`src/hw/pssa_regs.vh`:
```
// Constants for the packed-SIMD / floating-point state alias block.
// Assumes inclusion by the design files by bare name.
`ifndef PSSA_REGS_VH
`define PSSA_REGS_VH

// ------------------------------------------------------------------
// Register offsets (byte addresses on the AHB-Lite slave)
// ------------------------------------------------------------------
`define PSSA_OFF_CTRL      8'h00
`define PSSA_OFF_STATUS    8'h04
`define PSSA_OFF_TAGW      8'h08
`define PSSA_OFF_FPSW      8'h0C
`define PSSA_OFF_IRQ_STAT  8'h10
`define PSSA_OFF_IRQ_EN    8'h14
`define PSSA_OFF_IRQ_CLR   8'h18
`define PSSA_OFF_PEND_SET  8'h1C
`define PSSA_OFF_FEATURE   8'h20

// ------------------------------------------------------------------
// Field positions and values
// ------------------------------------------------------------------
`define PSSA_CTRL_EMUL_BIT    2
`define PSSA_CTRL_NE_BIT      5
`define PSSA_FEAT_SIMD_BIT    23
`define PSSA_FEAT_LEAF        32'h00000001
`define PSSA_TAG_VALID        2'h0
`define PSSA_TAG_EMPTY        2'h3
`define PSSA_EXP_ONES         16'hFFFF
`define PSSA_TOP_W            3
`define PSSA_FPSW_TOP_LSB     11
`define PSSA_CTRL_RESET       32'h00000000
`define PSSA_TAGW_RESET       16'hFFFF

// ------------------------------------------------------------------
// Fault codes on the fault output
// ------------------------------------------------------------------
`define PSSA_FLT_NONE     3'h0
`define PSSA_FLT_UD       3'h1
`define PSSA_FLT_NUMERIC  3'h2
`define PSSA_FLT_MEM      3'h3

// ------------------------------------------------------------------
// Interrupt status bit positions
// ------------------------------------------------------------------
`define PSSA_IRQ_UD       0
`define PSSA_IRQ_NUM      1
`define PSSA_IRQ_MEM      2
`define PSSA_IRQ_EMPTY    3

// ------------------------------------------------------------------
// Numeric error vector
// ------------------------------------------------------------------
`define PSSA_NUM_VECTOR   8'h10

`endif

```
`src/hw/pssa_phys_reg.v`:
```
// One 80-bit physical floating-point register with its 2-bit tag.
// Assumes a single clock and asynchronous active-low reset.
`timescale 1ns/100ps
`include "pssa_regs.vh"

module pssa_phys_reg #(
  parameter W = 80                  // Physical register width
) (
  hclk,
  hresetn,
  wr_fp,
  wr_simd,
  fp_data,
  simd_data,
  tag_wr,
  tag_data,
  q,
  tag_q
);
  input  wire          hclk;        // Processor clock
  input  wire          hresetn;     // Async reset, active low
  input  wire          wr_fp;       // Full-width float write
  input  wire          wr_simd;     // Low-64 write from SIMD side
  input  wire [W-1:0]  fp_data;     // Float write data
  input  wire [63:0]   simd_data;   // SIMD write data
  input  wire          tag_wr;      // Tag update strobe
  input  wire [1:0]    tag_data;    // New tag
  output reg  [W-1:0]  q;           // Stored value
  output reg  [1:0]    tag_q;       // Stored tag

  // ----------------------------------------------------------------
  // Storage shared by both views
  // ----------------------------------------------------------------
  always @(posedge hclk or negedge hresetn) begin
    if (!hresetn) begin
      q     <= {W{1'b0}};
      tag_q <= `PSSA_TAG_EMPTY;
    end else begin
      if (wr_simd) begin
        q <= {`PSSA_EXP_ONES, simd_data}; // Exponent forced to ones
      end else if (wr_fp) begin
        q <= fp_data;                     // Float write as given
      end
      if (tag_wr) begin
        tag_q <= tag_data;
      end
    end
  end
endmodule

```
`src/hw/pssa_top.v`:
```
// Packed-SIMD / floating-point state alias, fault and feature logic.
// Assumes the issue stage holds an op until op_ready; AHB-Lite slave.
//
// What this block does
// - No query op support raises invalid opcode
// - Query leaf 01H returns SIMD flag bit 23
// - Invalid opcode if unsupported or emulation set
// - SIMD op forces stack top to zero
// - SIMD op marks all tags valid
// - SIMD register write fills exponent ones
// - Empty-state op marks all tags empty instead
// - Empty tag encoding is binary 11
// - Float ops use state without adjustment
// - Memory faults reported like other instructions
// - SIMD ops raise no numeric fault themselves
// - Pending float fault reported via vector 16
// - SIMD op completes after handler returns
// - SIMD registers share float register storage
// - State-save ops store the SIMD contents
//
// The AHB-Lite register port and the register offsets were left to the implementer.
`timescale 1ns/100ps
`include "pssa_regs.vh"

module pssa_top #(
  parameter HAS_QUERY = 1,          // Feature-query op implemented
  parameter HAS_SIMD  = 1,          // Packed-SIMD implemented
  parameter NREG      = 8,          // Physical register count
  parameter RW        = 80          // Physical register width
) (
  hclk,
  hresetn,
  hsel,
  haddr,
  htrans,
  hwrite,
  hsize,
  hwdata,
  hready,
  hrdata,
  hreadyout,
  hresp,
  op_valid,
  op_kind,
  op_dst,
  op_wr_dst,
  op_data,
  op_leaf,
  op_supported,
  op_mem_fault,
  op_ready,
  op_fault,
  op_vector,
  op_result,
  handler_ret,
  save_idx,
  save_data,
  save_tag,
  fp_error_pin,
  irq
);
  // Op kinds presented by the issue stage
  localparam K_SIMD  = 3'h0;        // Packed-SIMD op
  localparam K_EMPTY = 3'h1;        // Empty-state op
  localparam K_QUERY = 3'h2;        // Feature-query op
  localparam K_FP    = 3'h3;        // Float op writing a register
  localparam K_SAVE  = 3'h4;        // State-save op (either form)
  // Issue state machine
  localparam S_RUN   = 1'b0;        // Taking ops
  localparam S_WAIT  = 1'b1;        // Waiting for handler return

  input  wire          hclk;        // Processor clock, 25 MHz
  input  wire          hresetn;     // Async reset, active low
  input  wire          hsel;        // Slave select
  input  wire [7:0]    haddr;       // Byte address
  input  wire [1:0]    htrans;      // Transfer type
  input  wire          hwrite;      // Write strobe
  input  wire [2:0]    hsize;       // Transfer size
  input  wire [31:0]   hwdata;      // Write data
  input  wire          hready;      // Bus ready in
  output reg  [31:0]   hrdata;      // Read data
  output wire          hreadyout;   // Always ready
  output wire          hresp;       // Always OKAY
  input  wire          op_valid;    // Op presented
  input  wire [2:0]    op_kind;     // Op class
  input  wire [2:0]    op_dst;      // Destination register
  input  wire          op_wr_dst;   // Op writes destination
  input  wire [79:0]   op_data;     // Result data
  input  wire [31:0]   op_leaf;     // Query leaf
  input  wire          op_supported;// Opcode known to this core
  input  wire          op_mem_fault;// Address unit flagged a fault
  output wire          op_ready;    // Op retired or faulted
  output reg  [2:0]    op_fault;    // Fault code of last op
  output reg  [7:0]    op_vector;   // Vector of last numeric fault
  output reg  [31:0]   op_result;   // Query result
  input  wire          handler_ret; // Numeric handler returned
  input  wire [2:0]    save_idx;    // Register read index for save
  output wire [79:0]   save_data;   // Saved register contents
  output wire [1:0]    save_tag;    // Saved tag
  output reg           fp_error_pin;// Numeric error pin, high
  output wire          irq;         // Level interrupt

  // ----------------------------------------------------------------
  // State
  // ----------------------------------------------------------------
  reg  [31:0]          ctrl_reg;    // Control, emulation bit at 2
  reg  [2:0]           top_reg;     // Stack top pointer
  reg  [5:0]           fpsw_lo_reg; // Low status bits, bit0..5
  reg                  pend_reg;    // Pending float exception
  reg                  state_reg;   // Issue state
  reg  [3:0]           irq_st_reg;  // Sticky events
  reg  [3:0]           irq_en_reg;  // Interrupt enables
  reg                  last_simd_reg; // Last op was SIMD
  wire [RW*NREG-1:0]   reg_q;       // Flattened register file
  wire [2*NREG-1:0]    tag_q;       // Flattened tags
  wire [2*NREG-1:0]    tagw;        // Tag word

  // ----------------------------------------------------------------
  // Bus address phase capture
  // ----------------------------------------------------------------
  reg                  bus_wr_reg;  // Write data phase pending
  reg                  bus_rd_reg;  // Read data phase pending
  reg  [7:0]           bus_addr_reg;// Captured address
  wire                 bus_go;      // Valid address phase

  assign bus_go    = hsel & htrans[1] & hready;
  assign hreadyout = 1'b1;
  assign hresp     = 1'b0;

  always @(posedge hclk or negedge hresetn) begin
    if (!hresetn) begin
      bus_wr_reg   <= 1'b0;
      bus_rd_reg   <= 1'b0;
      bus_addr_reg <= 8'h00;
    end else begin
      bus_wr_reg <= bus_go & hwrite;
      bus_rd_reg <= bus_go & ~hwrite;
      if (bus_go) begin
        bus_addr_reg <= haddr;
      end
    end
  end

  // ----------------------------------------------------------------
  // Op decode
  // ----------------------------------------------------------------
  wire emul     = ctrl_reg[`PSSA_CTRL_EMUL_BIT];
  wire is_simd  = (op_kind == K_SIMD) | (op_kind == K_EMPTY);
  wire take     = op_valid & (state_reg == S_RUN);
  // Undefined-op fault conditions
  wire ud_query = (op_kind == K_QUERY) & (HAS_QUERY == 0);
  wire ud_simd  = is_simd & ((HAS_SIMD == 0) | ~op_supported | emul);
  wire ud       = ud_query | ud_simd;
  // Memory faults share the ordinary fault path
  wire mem_f    = ~ud & op_mem_fault;
  // Numeric fault only from a pending float exception
  wire num_f    = ~ud & ~mem_f & is_simd & pend_reg;
  wire retire   = take & ~ud & ~mem_f & ~num_f;
  wire simd_ret = retire & (op_kind == K_SIMD);
  wire empty_ret= retire & (op_kind == K_EMPTY);
  wire fp_ret   = retire & (op_kind == K_FP);

  assign op_ready = take;

  // ----------------------------------------------------------------
  // Issue state: hold faulting SIMD op until handler returns
  // ----------------------------------------------------------------
  always @(posedge hclk or negedge hresetn) begin
    if (!hresetn) begin
      state_reg <= S_RUN;
    end else begin
      case (state_reg)
        S_RUN: begin
          if (take & num_f) begin
            state_reg <= S_WAIT;
          end
        end
        default: begin
          if (handler_ret) begin
            state_reg <= S_RUN;          // Re-issue and complete
          end
        end
      endcase
    end
  end

  // ----------------------------------------------------------------
  // Fault reporting and query result
  // ----------------------------------------------------------------
  always @(posedge hclk or negedge hresetn) begin
    if (!hresetn) begin
      op_fault     <= `PSSA_FLT_NONE;
      op_vector    <= 8'h00;
      op_result    <= 32'h00000000;
      fp_error_pin <= 1'b0;
    end else begin
      if (take) begin
        if (ud) begin
          op_fault <= `PSSA_FLT_UD;
        end else if (mem_f) begin
          op_fault <= `PSSA_FLT_MEM;
        end else if (num_f) begin
          op_fault  <= `PSSA_FLT_NUMERIC;
          op_vector <= `PSSA_NUM_VECTOR;
        end else begin
          op_fault <= `PSSA_FLT_NONE;
        end
        if (retire & (op_kind == K_QUERY)) begin
          op_result <= 32'h00000000;
          if (op_leaf == `PSSA_FEAT_LEAF) begin
            op_result[`PSSA_FEAT_SIMD_BIT] <= (HAS_SIMD != 0);
          end
        end
      end
      // Error pin high from report until handler return
      if (take & num_f) begin
        fp_error_pin <= 1'b1;
      end else if (handler_ret) begin
        fp_error_pin <= 1'b0;
      end
    end
  end

  // ----------------------------------------------------------------
  // Stack top, pending flag, status word
  // ----------------------------------------------------------------
  always @(posedge hclk or negedge hresetn) begin
    if (!hresetn) begin
      top_reg       <= 3'h0;
      pend_reg      <= 1'b0;
      fpsw_lo_reg   <= 6'h00;
      last_simd_reg <= 1'b0;
    end else begin
      if (simd_ret) begin
        top_reg <= 3'h0;
      end else if (bus_wr_reg & (bus_addr_reg == `PSSA_OFF_FPSW)) begin
        top_reg <= hwdata[`PSSA_FPSW_TOP_LSB +: `PSSA_TOP_W];
      end
      // Set from bus wins over handler clear
      if (bus_wr_reg & (bus_addr_reg == `PSSA_OFF_PEND_SET) & hwdata[0]) begin
        pend_reg <= 1'b1;
      end else if (handler_ret & (state_reg == S_WAIT)) begin
        pend_reg <= 1'b0;
      end
      if (bus_wr_reg & (bus_addr_reg == `PSSA_OFF_FPSW)) begin
        fpsw_lo_reg <= hwdata[5:0];
      end
      if (retire) begin
        last_simd_reg <= (op_kind == K_SIMD);
      end
    end
  end

  // ----------------------------------------------------------------
  // Shared physical register file
  // ----------------------------------------------------------------
  genvar gi;
  generate
    for (gi = 0; gi < NREG; gi = gi + 1) begin : g_reg
      localparam [2:0] IDX = gi;    // Register index at op width
      wire hit = (op_dst == IDX) & op_wr_dst;
      // SIMD register i is low 64 of physical register i
      pssa_phys_reg #(
        .W (RW)
      ) u_reg (
        .hclk      (hclk),
        .hresetn   (hresetn),
        .wr_fp     (fp_ret & hit),
        .wr_simd   (simd_ret & hit),
        .fp_data   (op_data[RW-1:0]),
        .simd_data (op_data[63:0]),
        .tag_wr    (simd_ret | empty_ret | (fp_ret & hit)),
        .tag_data  (empty_ret ? `PSSA_TAG_EMPTY :
                    `PSSA_TAG_VALID),
        .q         (reg_q[gi*RW +: RW]),
        .tag_q     (tag_q[gi*2 +: 2])
      );
    end
  endgenerate
  assign tagw = tag_q;

  // Save port sees the shared storage, SIMD data included
  assign save_data = reg_q[save_idx*RW +: RW];
  assign save_tag  = tag_q[save_idx*2 +: 2];

  // ----------------------------------------------------------------
  // Control register and interrupts
  // ----------------------------------------------------------------
  wire [3:0] ev;                    // One-cycle events
  assign ev[`PSSA_IRQ_UD]    = take & ud;
  assign ev[`PSSA_IRQ_NUM]   = take & num_f;
  assign ev[`PSSA_IRQ_MEM]   = take & mem_f;
  assign ev[`PSSA_IRQ_EMPTY] = empty_ret;

  always @(posedge hclk or negedge hresetn) begin
    if (!hresetn) begin
      ctrl_reg   <= `PSSA_CTRL_RESET;
      irq_st_reg <= 4'h0;
      irq_en_reg <= 4'h0;
    end else begin
      if (bus_wr_reg & (bus_addr_reg == `PSSA_OFF_CTRL)) begin
        ctrl_reg <= hwdata;
      end
      if (bus_wr_reg & (bus_addr_reg == `PSSA_OFF_IRQ_EN)) begin
        irq_en_reg <= hwdata[3:0];
      end
      // Event set wins over write-one-to-clear
      if (bus_wr_reg & (bus_addr_reg == `PSSA_OFF_IRQ_CLR)) begin
        irq_st_reg <= (irq_st_reg & ~hwdata[3:0]) | ev;
      end else begin
        irq_st_reg <= irq_st_reg | ev;
      end
    end
  end

  assign irq = |(irq_st_reg & irq_en_reg);

  // ----------------------------------------------------------------
  // Read data mux
  // ----------------------------------------------------------------
  always @* begin
    hrdata = 32'h00000000;
    if (bus_rd_reg) begin
      if (bus_addr_reg == `PSSA_OFF_CTRL) begin
        hrdata = ctrl_reg;
      end else if (bus_addr_reg == `PSSA_OFF_STATUS) begin
        hrdata = {28'h0000000, last_simd_reg, fp_error_pin, state_reg, pend_reg};
      end else if (bus_addr_reg == `PSSA_OFF_TAGW) begin
        hrdata = {16'h0000, tagw};
      end else if (bus_addr_reg == `PSSA_OFF_FPSW) begin
        hrdata = {18'h00000, top_reg, 5'h00, fpsw_lo_reg};
      end else if (bus_addr_reg == `PSSA_OFF_IRQ_STAT) begin
        hrdata = {28'h0000000, irq_st_reg};
      end else if (bus_addr_reg == `PSSA_OFF_IRQ_EN) begin
        hrdata = {28'h0000000, irq_en_reg};
      end else if (bus_addr_reg == `PSSA_OFF_FEATURE) begin
        hrdata = {8'h00, (HAS_SIMD != 0), 23'h000000};
      end else begin
        hrdata = 32'h00000000;
      end
    end
  end
endmodule

```
`config.mk`:
```
export PLATFORM = sky130hd
export DESIGN_NAME = pssa_top
export DESIGN_NICKNAME = d
export VERILOG_FILES = /design/src/hw/pssa_phys_reg.v /design/src/hw/pssa_top.v
export VERILOG_INCLUDE_DIRS = /design/src /design/src/hw
export SDC_FILE = /design/constraint.sdc
export NUM_CORES = 1
export LEC_CHECK = 0
export BUFFER_PORTS_ARGS = -buffer_cell sky130_fd_sc_hd__buf_2
export CORE_MARGIN = 3
export CORE_UTILIZATION = 40
export CTS_CLUSTER_SIZE = 10
export DETAILED_ROUTE_END_ITERATION = 7
export GPL_ROUTABILITY_DRIVEN = 0
export SETUP_SLACK_MARGIN = 0.1
export SLEW_MARGIN = 20
export SYNTH_ARGS = -nofsm -noshare
export SYNTH_HDL_FRONTEND = slang
export SYNTH_SLANG_ARGS = --single-unit
```
`constraint.sdc`:
```
create_clock -name hclk -period 3.4 [get_ports hclk]
set_input_delay 0.68 -clock hclk [delete_from_list [all_inputs] [get_ports hclk]]
set_output_delay 0.68 -clock hclk [all_outputs]
set_load 0.05 [all_outputs]
```
Yosys cells after proc, flatten, opt, wreduce, memory -nomap -nowiden
Index checks and enable logic that the tools add are counted.
{ "classes": {"mux": 39, "n_mul": 1, "eq_ne": 19, "n_shift": 2, "n_bitwise": 73, "reduce_logical": 17} }
{ "op_table": {"columns": ["cell", "n"], "rows": [
  ["$mux W80", 16],
  ["$shiftx A640 B11 Y80", 1],
  ["$mux W24", 6],
  ["$mux W32", 2],
  ["$and A1 B1 Y1", 51],
  ["$eq A32 B1 Y1 const B", 1],
  ["$eq A8 B5 Y1 const B", 4],
  ["$reduce_bool A2 Y1", 11],
  ["$eq A8 B4 Y1 const B", 2],
  ["$shiftx A16 B5 Y2", 1],
  ["$eq A3 B2 Y1 const B", 4],
  ["$eq A3 B3 Y1 const B", 4],
  ["$or A1 B1 Y1", 11],
  ["$and A4 B4 Y4", 2],
  ["$eq A8 B3 Y1 const B", 1],
  ["$eq A8 B6 Y1 const B", 1],
  ["$logic_not A8 Y1", 1],
  ["$mux W1", 8],
  ["$mux W2", 4],
  ["$or A4 B4 Y4", 2],
  ["$eq A3 B1 Y1 const B", 2],
  ["$logic_not A3 Y1", 2],
  ["$mul A3 B3 Y6 const B", 1],
  ["$mux W3", 2],
  ["6 further kinds", 11]
]} }
{ "word_totals": {"inputBits": 176, "elab_cells": 182, "ff_bits": 724, "output_inout_bits": 162} }

Longest topological paths before layout
{ "depth": {"word_depth": 15, "depth_mapped": 7, "ltp_nobuf": 5} }

Modules after synthesis
From an unflattened synthesis, not the netlist that was laid out.
{ "hier_totals": {"hier_cells": 3326, "area_unflattened_um2": 38211.6} }
{ "by_module_without_submodules": {"columns": ["mod", "cells_each", "instances", "area_per_inst_um2", "seq_area_each_um2"], "rows": [
  ["pssa_phys_reg", 335, 8, 3702.3, 2054.5],
  ["pssa_top", 646, 1, 8593.2, 1676.6]
]} }

Worst setup path before layout
No wires, ideal clock.
{ "synth_timing": {"path_type": "input port to output port", "from": "in save_idx[0]", "to": "out save_tag[1]", "n_path_buf": 4, "required_ps": 2720, "t_arrival_ps": 2981, "cell_stages": 6, "path_slack_ps": -261, "cell_sequence": "clkbuf_1 > buf_1 > buf_1 > mux4_2 > mux2_2 > buf_4"} }
{ "synth_between": {"elab_chain_len": 1} }
{ "synth_rtl": {"columns": ["element", "line", "rtl"], "rows": [
  ["from (decl)", "pssa_top.v:97", "input wire [2:0] save_idx;"],
  ["$shiftx A16 B5 Y2", "pssa_top.v:284", "assign save_tag = tag_q[save_idx*2 +: 2];"],
  ["to (decl)", "pssa_top.v:99", "output wire [1:0] save_tag;"]
]} }
No other way between the ends.

Worst setup path in the final report
{ "layout_timing": {"from": "reg bus_addr_reg[7]", "to": "out hrdata[1]"} }
{ "layout_between": {"elab_chain_len": 8, "word_cells_on_any_way": 13, "cone_classes": "eq/ne: 5; mux: 7; reduce/logical: 1"} }
{ "layout_rtl": {"columns": ["element", "line", "rtl"], "rows": [
  ["from (decl)", "pssa_top.v:123", "reg [7:0] bus_addr_reg;"],
  ["from (signal assigned)", "pssa_top.v:139", "bus_addr_reg <= haddr;"],
  ["$eq A8 B5 Y1 (no line)", null, null],
  ["$mux W24", "pssa_top.v:334", "end else if (bus_addr_reg == `PSSA_OFF_IRQ_EN) begin"],
  ["$mux W24", "pssa_top.v:332", "end else if (bus_addr_reg == `PSSA_OFF_IRQ_STAT) begin"],
  ["$mux W24", "pssa_top.v:330", "end else if (bus_addr_reg == `PSSA_OFF_FPSW) begin"],
  ["$mux W24", "pssa_top.v:328", "end else if (bus_addr_reg == `PSSA_OFF_TAGW) begin"],
  ["$mux W24", "pssa_top.v:326", "end else if (bus_addr_reg == `PSSA_OFF_STATUS) begin"],
  ["$mux W32 *", "pssa_top.v:324", "if (bus_addr_reg == `PSSA_OFF_CTRL) begin"],
  ["$mux W32 *", "pssa_top.v:323", "if (bus_rd_reg) begin"],
  ["to (decl)", "pssa_top.v:81", "output reg [31:0] hrdata;"]
]} }
Mark *: on every way between the ends. The rest lies on a longest branch, timed or not.

==> flow_metrics.tcl <==
set metrics [dict create \
    status "finished, final reports clean" \
    wl_met1_um 34800 \
    synth-seq-cells 715 \
    synth_area_um2 32500 \
    drt-vias-per-instance 5.67 \
    drc_errors 0 \
    synth-edff-count 0 \
    syn_to_final_growth_pct 18.6 \
    yosys.area_share.simple 0.0262 \
    fp.dieH_um 291 \
    crit_arrival_ps 2660 \
    drive_above_1_share 0.547 \
    numCtsBuffers 84 \
    dpl.hpwl_um 53800 \
    core_area_um2 79800 \
    die_x_um 291 \
    start_util 0.408 \
    drt-total-wl_um 84500 \
    clockBufferDepth 3 \
    critPathRequiredTime_ps 2720 \
    worst_pin_slew_ps 787 \
    grt_max_degree 78 \
    maxCapViolCount 0 \
    final_area_um2 38600 \
    antenna_found_initial 14 \
    p_leak_uw 0.0182 \
    final_cell_mix "704 x dfrtp_1, 613 x mux2_2, 272 x buf_2" \
    powerDensity_nw_per_um2 521 \
    grt_pass1_wl_um 131000 \
    synthAdderAreaFrac 0 \
    synth.area.top_cells "dfrtp_1 54%, mux2_2 21%, mux4_2 11%" \
    holdWs_ps 72.6 \
    critPathKind "reg -> out" \
    synth_top_area_share 0.544 \
    die_area_um2 84800 \
    wl_met2_um 42900 \
    report.final.slew_viol_count 0 \
    cts_tree "done" \
    nNetsFinal 2591 \
    yosysUniqueCellTypes 57 \
    port_buffers 292 \
    fmax_mhz 299 \
    final.min_clock_period_ps 3340 \
    drtPass1Iterations 4 \
    critical_path.endpoint_type "output port" \
    wl_per_cell_um 24.1 \
    hp-class "in -> async" \
    fillers 6792 \
    overflow 0 \
    clock_latency_ps 620 \
    synth_compound_area_frac 0.0542 \
    synthCells 2079 \
    muxShareOfSynthArea 0.337 \
    num_rows 103 \
    fin_setup_tns_ps 0 \
    cts.sinks 715 \
    slew_headroom 0.461 \
    path_max_fanout 6 \
    cp-start-kind "flop" \
    clock_tree.root_cell "clkbuf_16" \
    avgSynthCellArea_um2 15.6 \
    drtAntennaViolNets 0 \
    synthFlopType "dfrtp_1" \
    synthArstFlopShare 1.00 \
    clkTransAtPathRegs_ps 60 \
    skew_ps 19.5 \
    yosysWarnings 0 \
    num_vias 19900 \
    placed_area_um2 35800 \
    power_uw 20100 \
    grt_usage 0.197 \
    yosysSeqAreaShare 0.550 \
    grt_setup_unrepaired "true" \
    drtIter0Drc 1193 \
    hold_viol_final 0 \
    met3WireLength_um 4560 \
    largest_reg_flops 640 \
    ir_drop_v 0.000327 \
    finalSetupViolCount 0 \
    synth_top_area_cell "dfrtp_1" \
    layout_commonest_cell "dfrtp_1" \
    highest_layer "met5" \
    grt_pass1_vias 22000 \
    synth_top_family_by_area "multiplexers" \
    pin_count 338 \
    htree_levels 3 \
    synth-xor-area-share 0 \
    period_share 0.982 \
]
through the flow:
step,worst slack (ps),util,std cells
after detailed placement,234,0.449,3361
final,60.8,0.484,3507
after global placement,209,0.449,3361
after global routing,-9.50,0.484,3500
after CTS,56.3,0.481,3483
after floorplan,-59.3,-,2118
where the power goes:
group	switching, uW	leakage, uW	internal, uW
clock	3310	0.00119	4830
sequential	337	0.00965	9150
combinational	1360	0.00739	1110
worst paths after layout:
kind	from	to	depth (start not counted)	slack, ps
max	bus_addr_reg[7]	hrdata[1]	5	60
min	hresetn	fpsw_lo_reg[0]	1	70
max reg2reg	ctrl_reg[2]	g_reg[7].u_reg.q[8]	6	650
min reg2reg	op_vector[4]	op_vector[4]	1	480
max in group asynchronous	hresetn	bus_addr_reg[5]	2	2250
min in group hclk	hwrite	bus_rd_reg	2	240
what timing repair did:
action	in CTS	in global routing
endpoints found under the setup margin	31	16
gates cloned	0	2
hold buffers	0	0
setup buffers	5	11
pin swaps	5	8
resized for setup	33	26
cell families after synthesis:
logic type      Yosys count
mux                     811
flops                   715
simple gates            147
buf+inv                 211
other cells               2
compound gates          193
layout make-up:
cell class                 instances  area [um^2]  area share
sequential                       715        17900       0.464
multi-input combinational       1193        13900       0.359
timing repair buffer             412         3000      0.0778
clock buffer                     110         2340      0.0607
tap                             1050         1310      0.0340
clock inverter                     7         93.8     0.00243
inverter                           9         33.8    0.000875
antenna                           11         27.5    0.000713
Yosys cell counts, drive strengths merged (2+ instances only):
master   number
a2111oi       2
a211oi        5
a21boi        6
a21oi        12
a221oi        4
a22oi         3
a32o          2
and2         18
buf         134
clkbuf       68
conb          2
dfrtp       707
dfstp         8
inv           9
mux2        644
mux2i         5
mux4        162
nand2        45
nand2b       10
nand3        20
nand4         8
nor2          7
nor2b         5
nor3          3
nor4         12
nor4b         5
o211ai        7
o21a          2
o21ai        11
o221a         4
o22a         32
o2bb2ai       3
o32a         96
or2           2
or3           5
or4           2
routing by layer:
metal,vias up,GRT usage
met1,10700,0.253
met2,525,0.336
met5,-,0
li1,8513,-
met3,142,0.0397
met4,6,0.0603
worst max-delay path, cell delays in order, from the launching register on:
cell and delay [ps]:
dfrtp_1 410, or4b_4 600, or3_1 410, a221oi_2 220
o221a_2 250, buf_8 150
(Power assumes the default switching activity.)
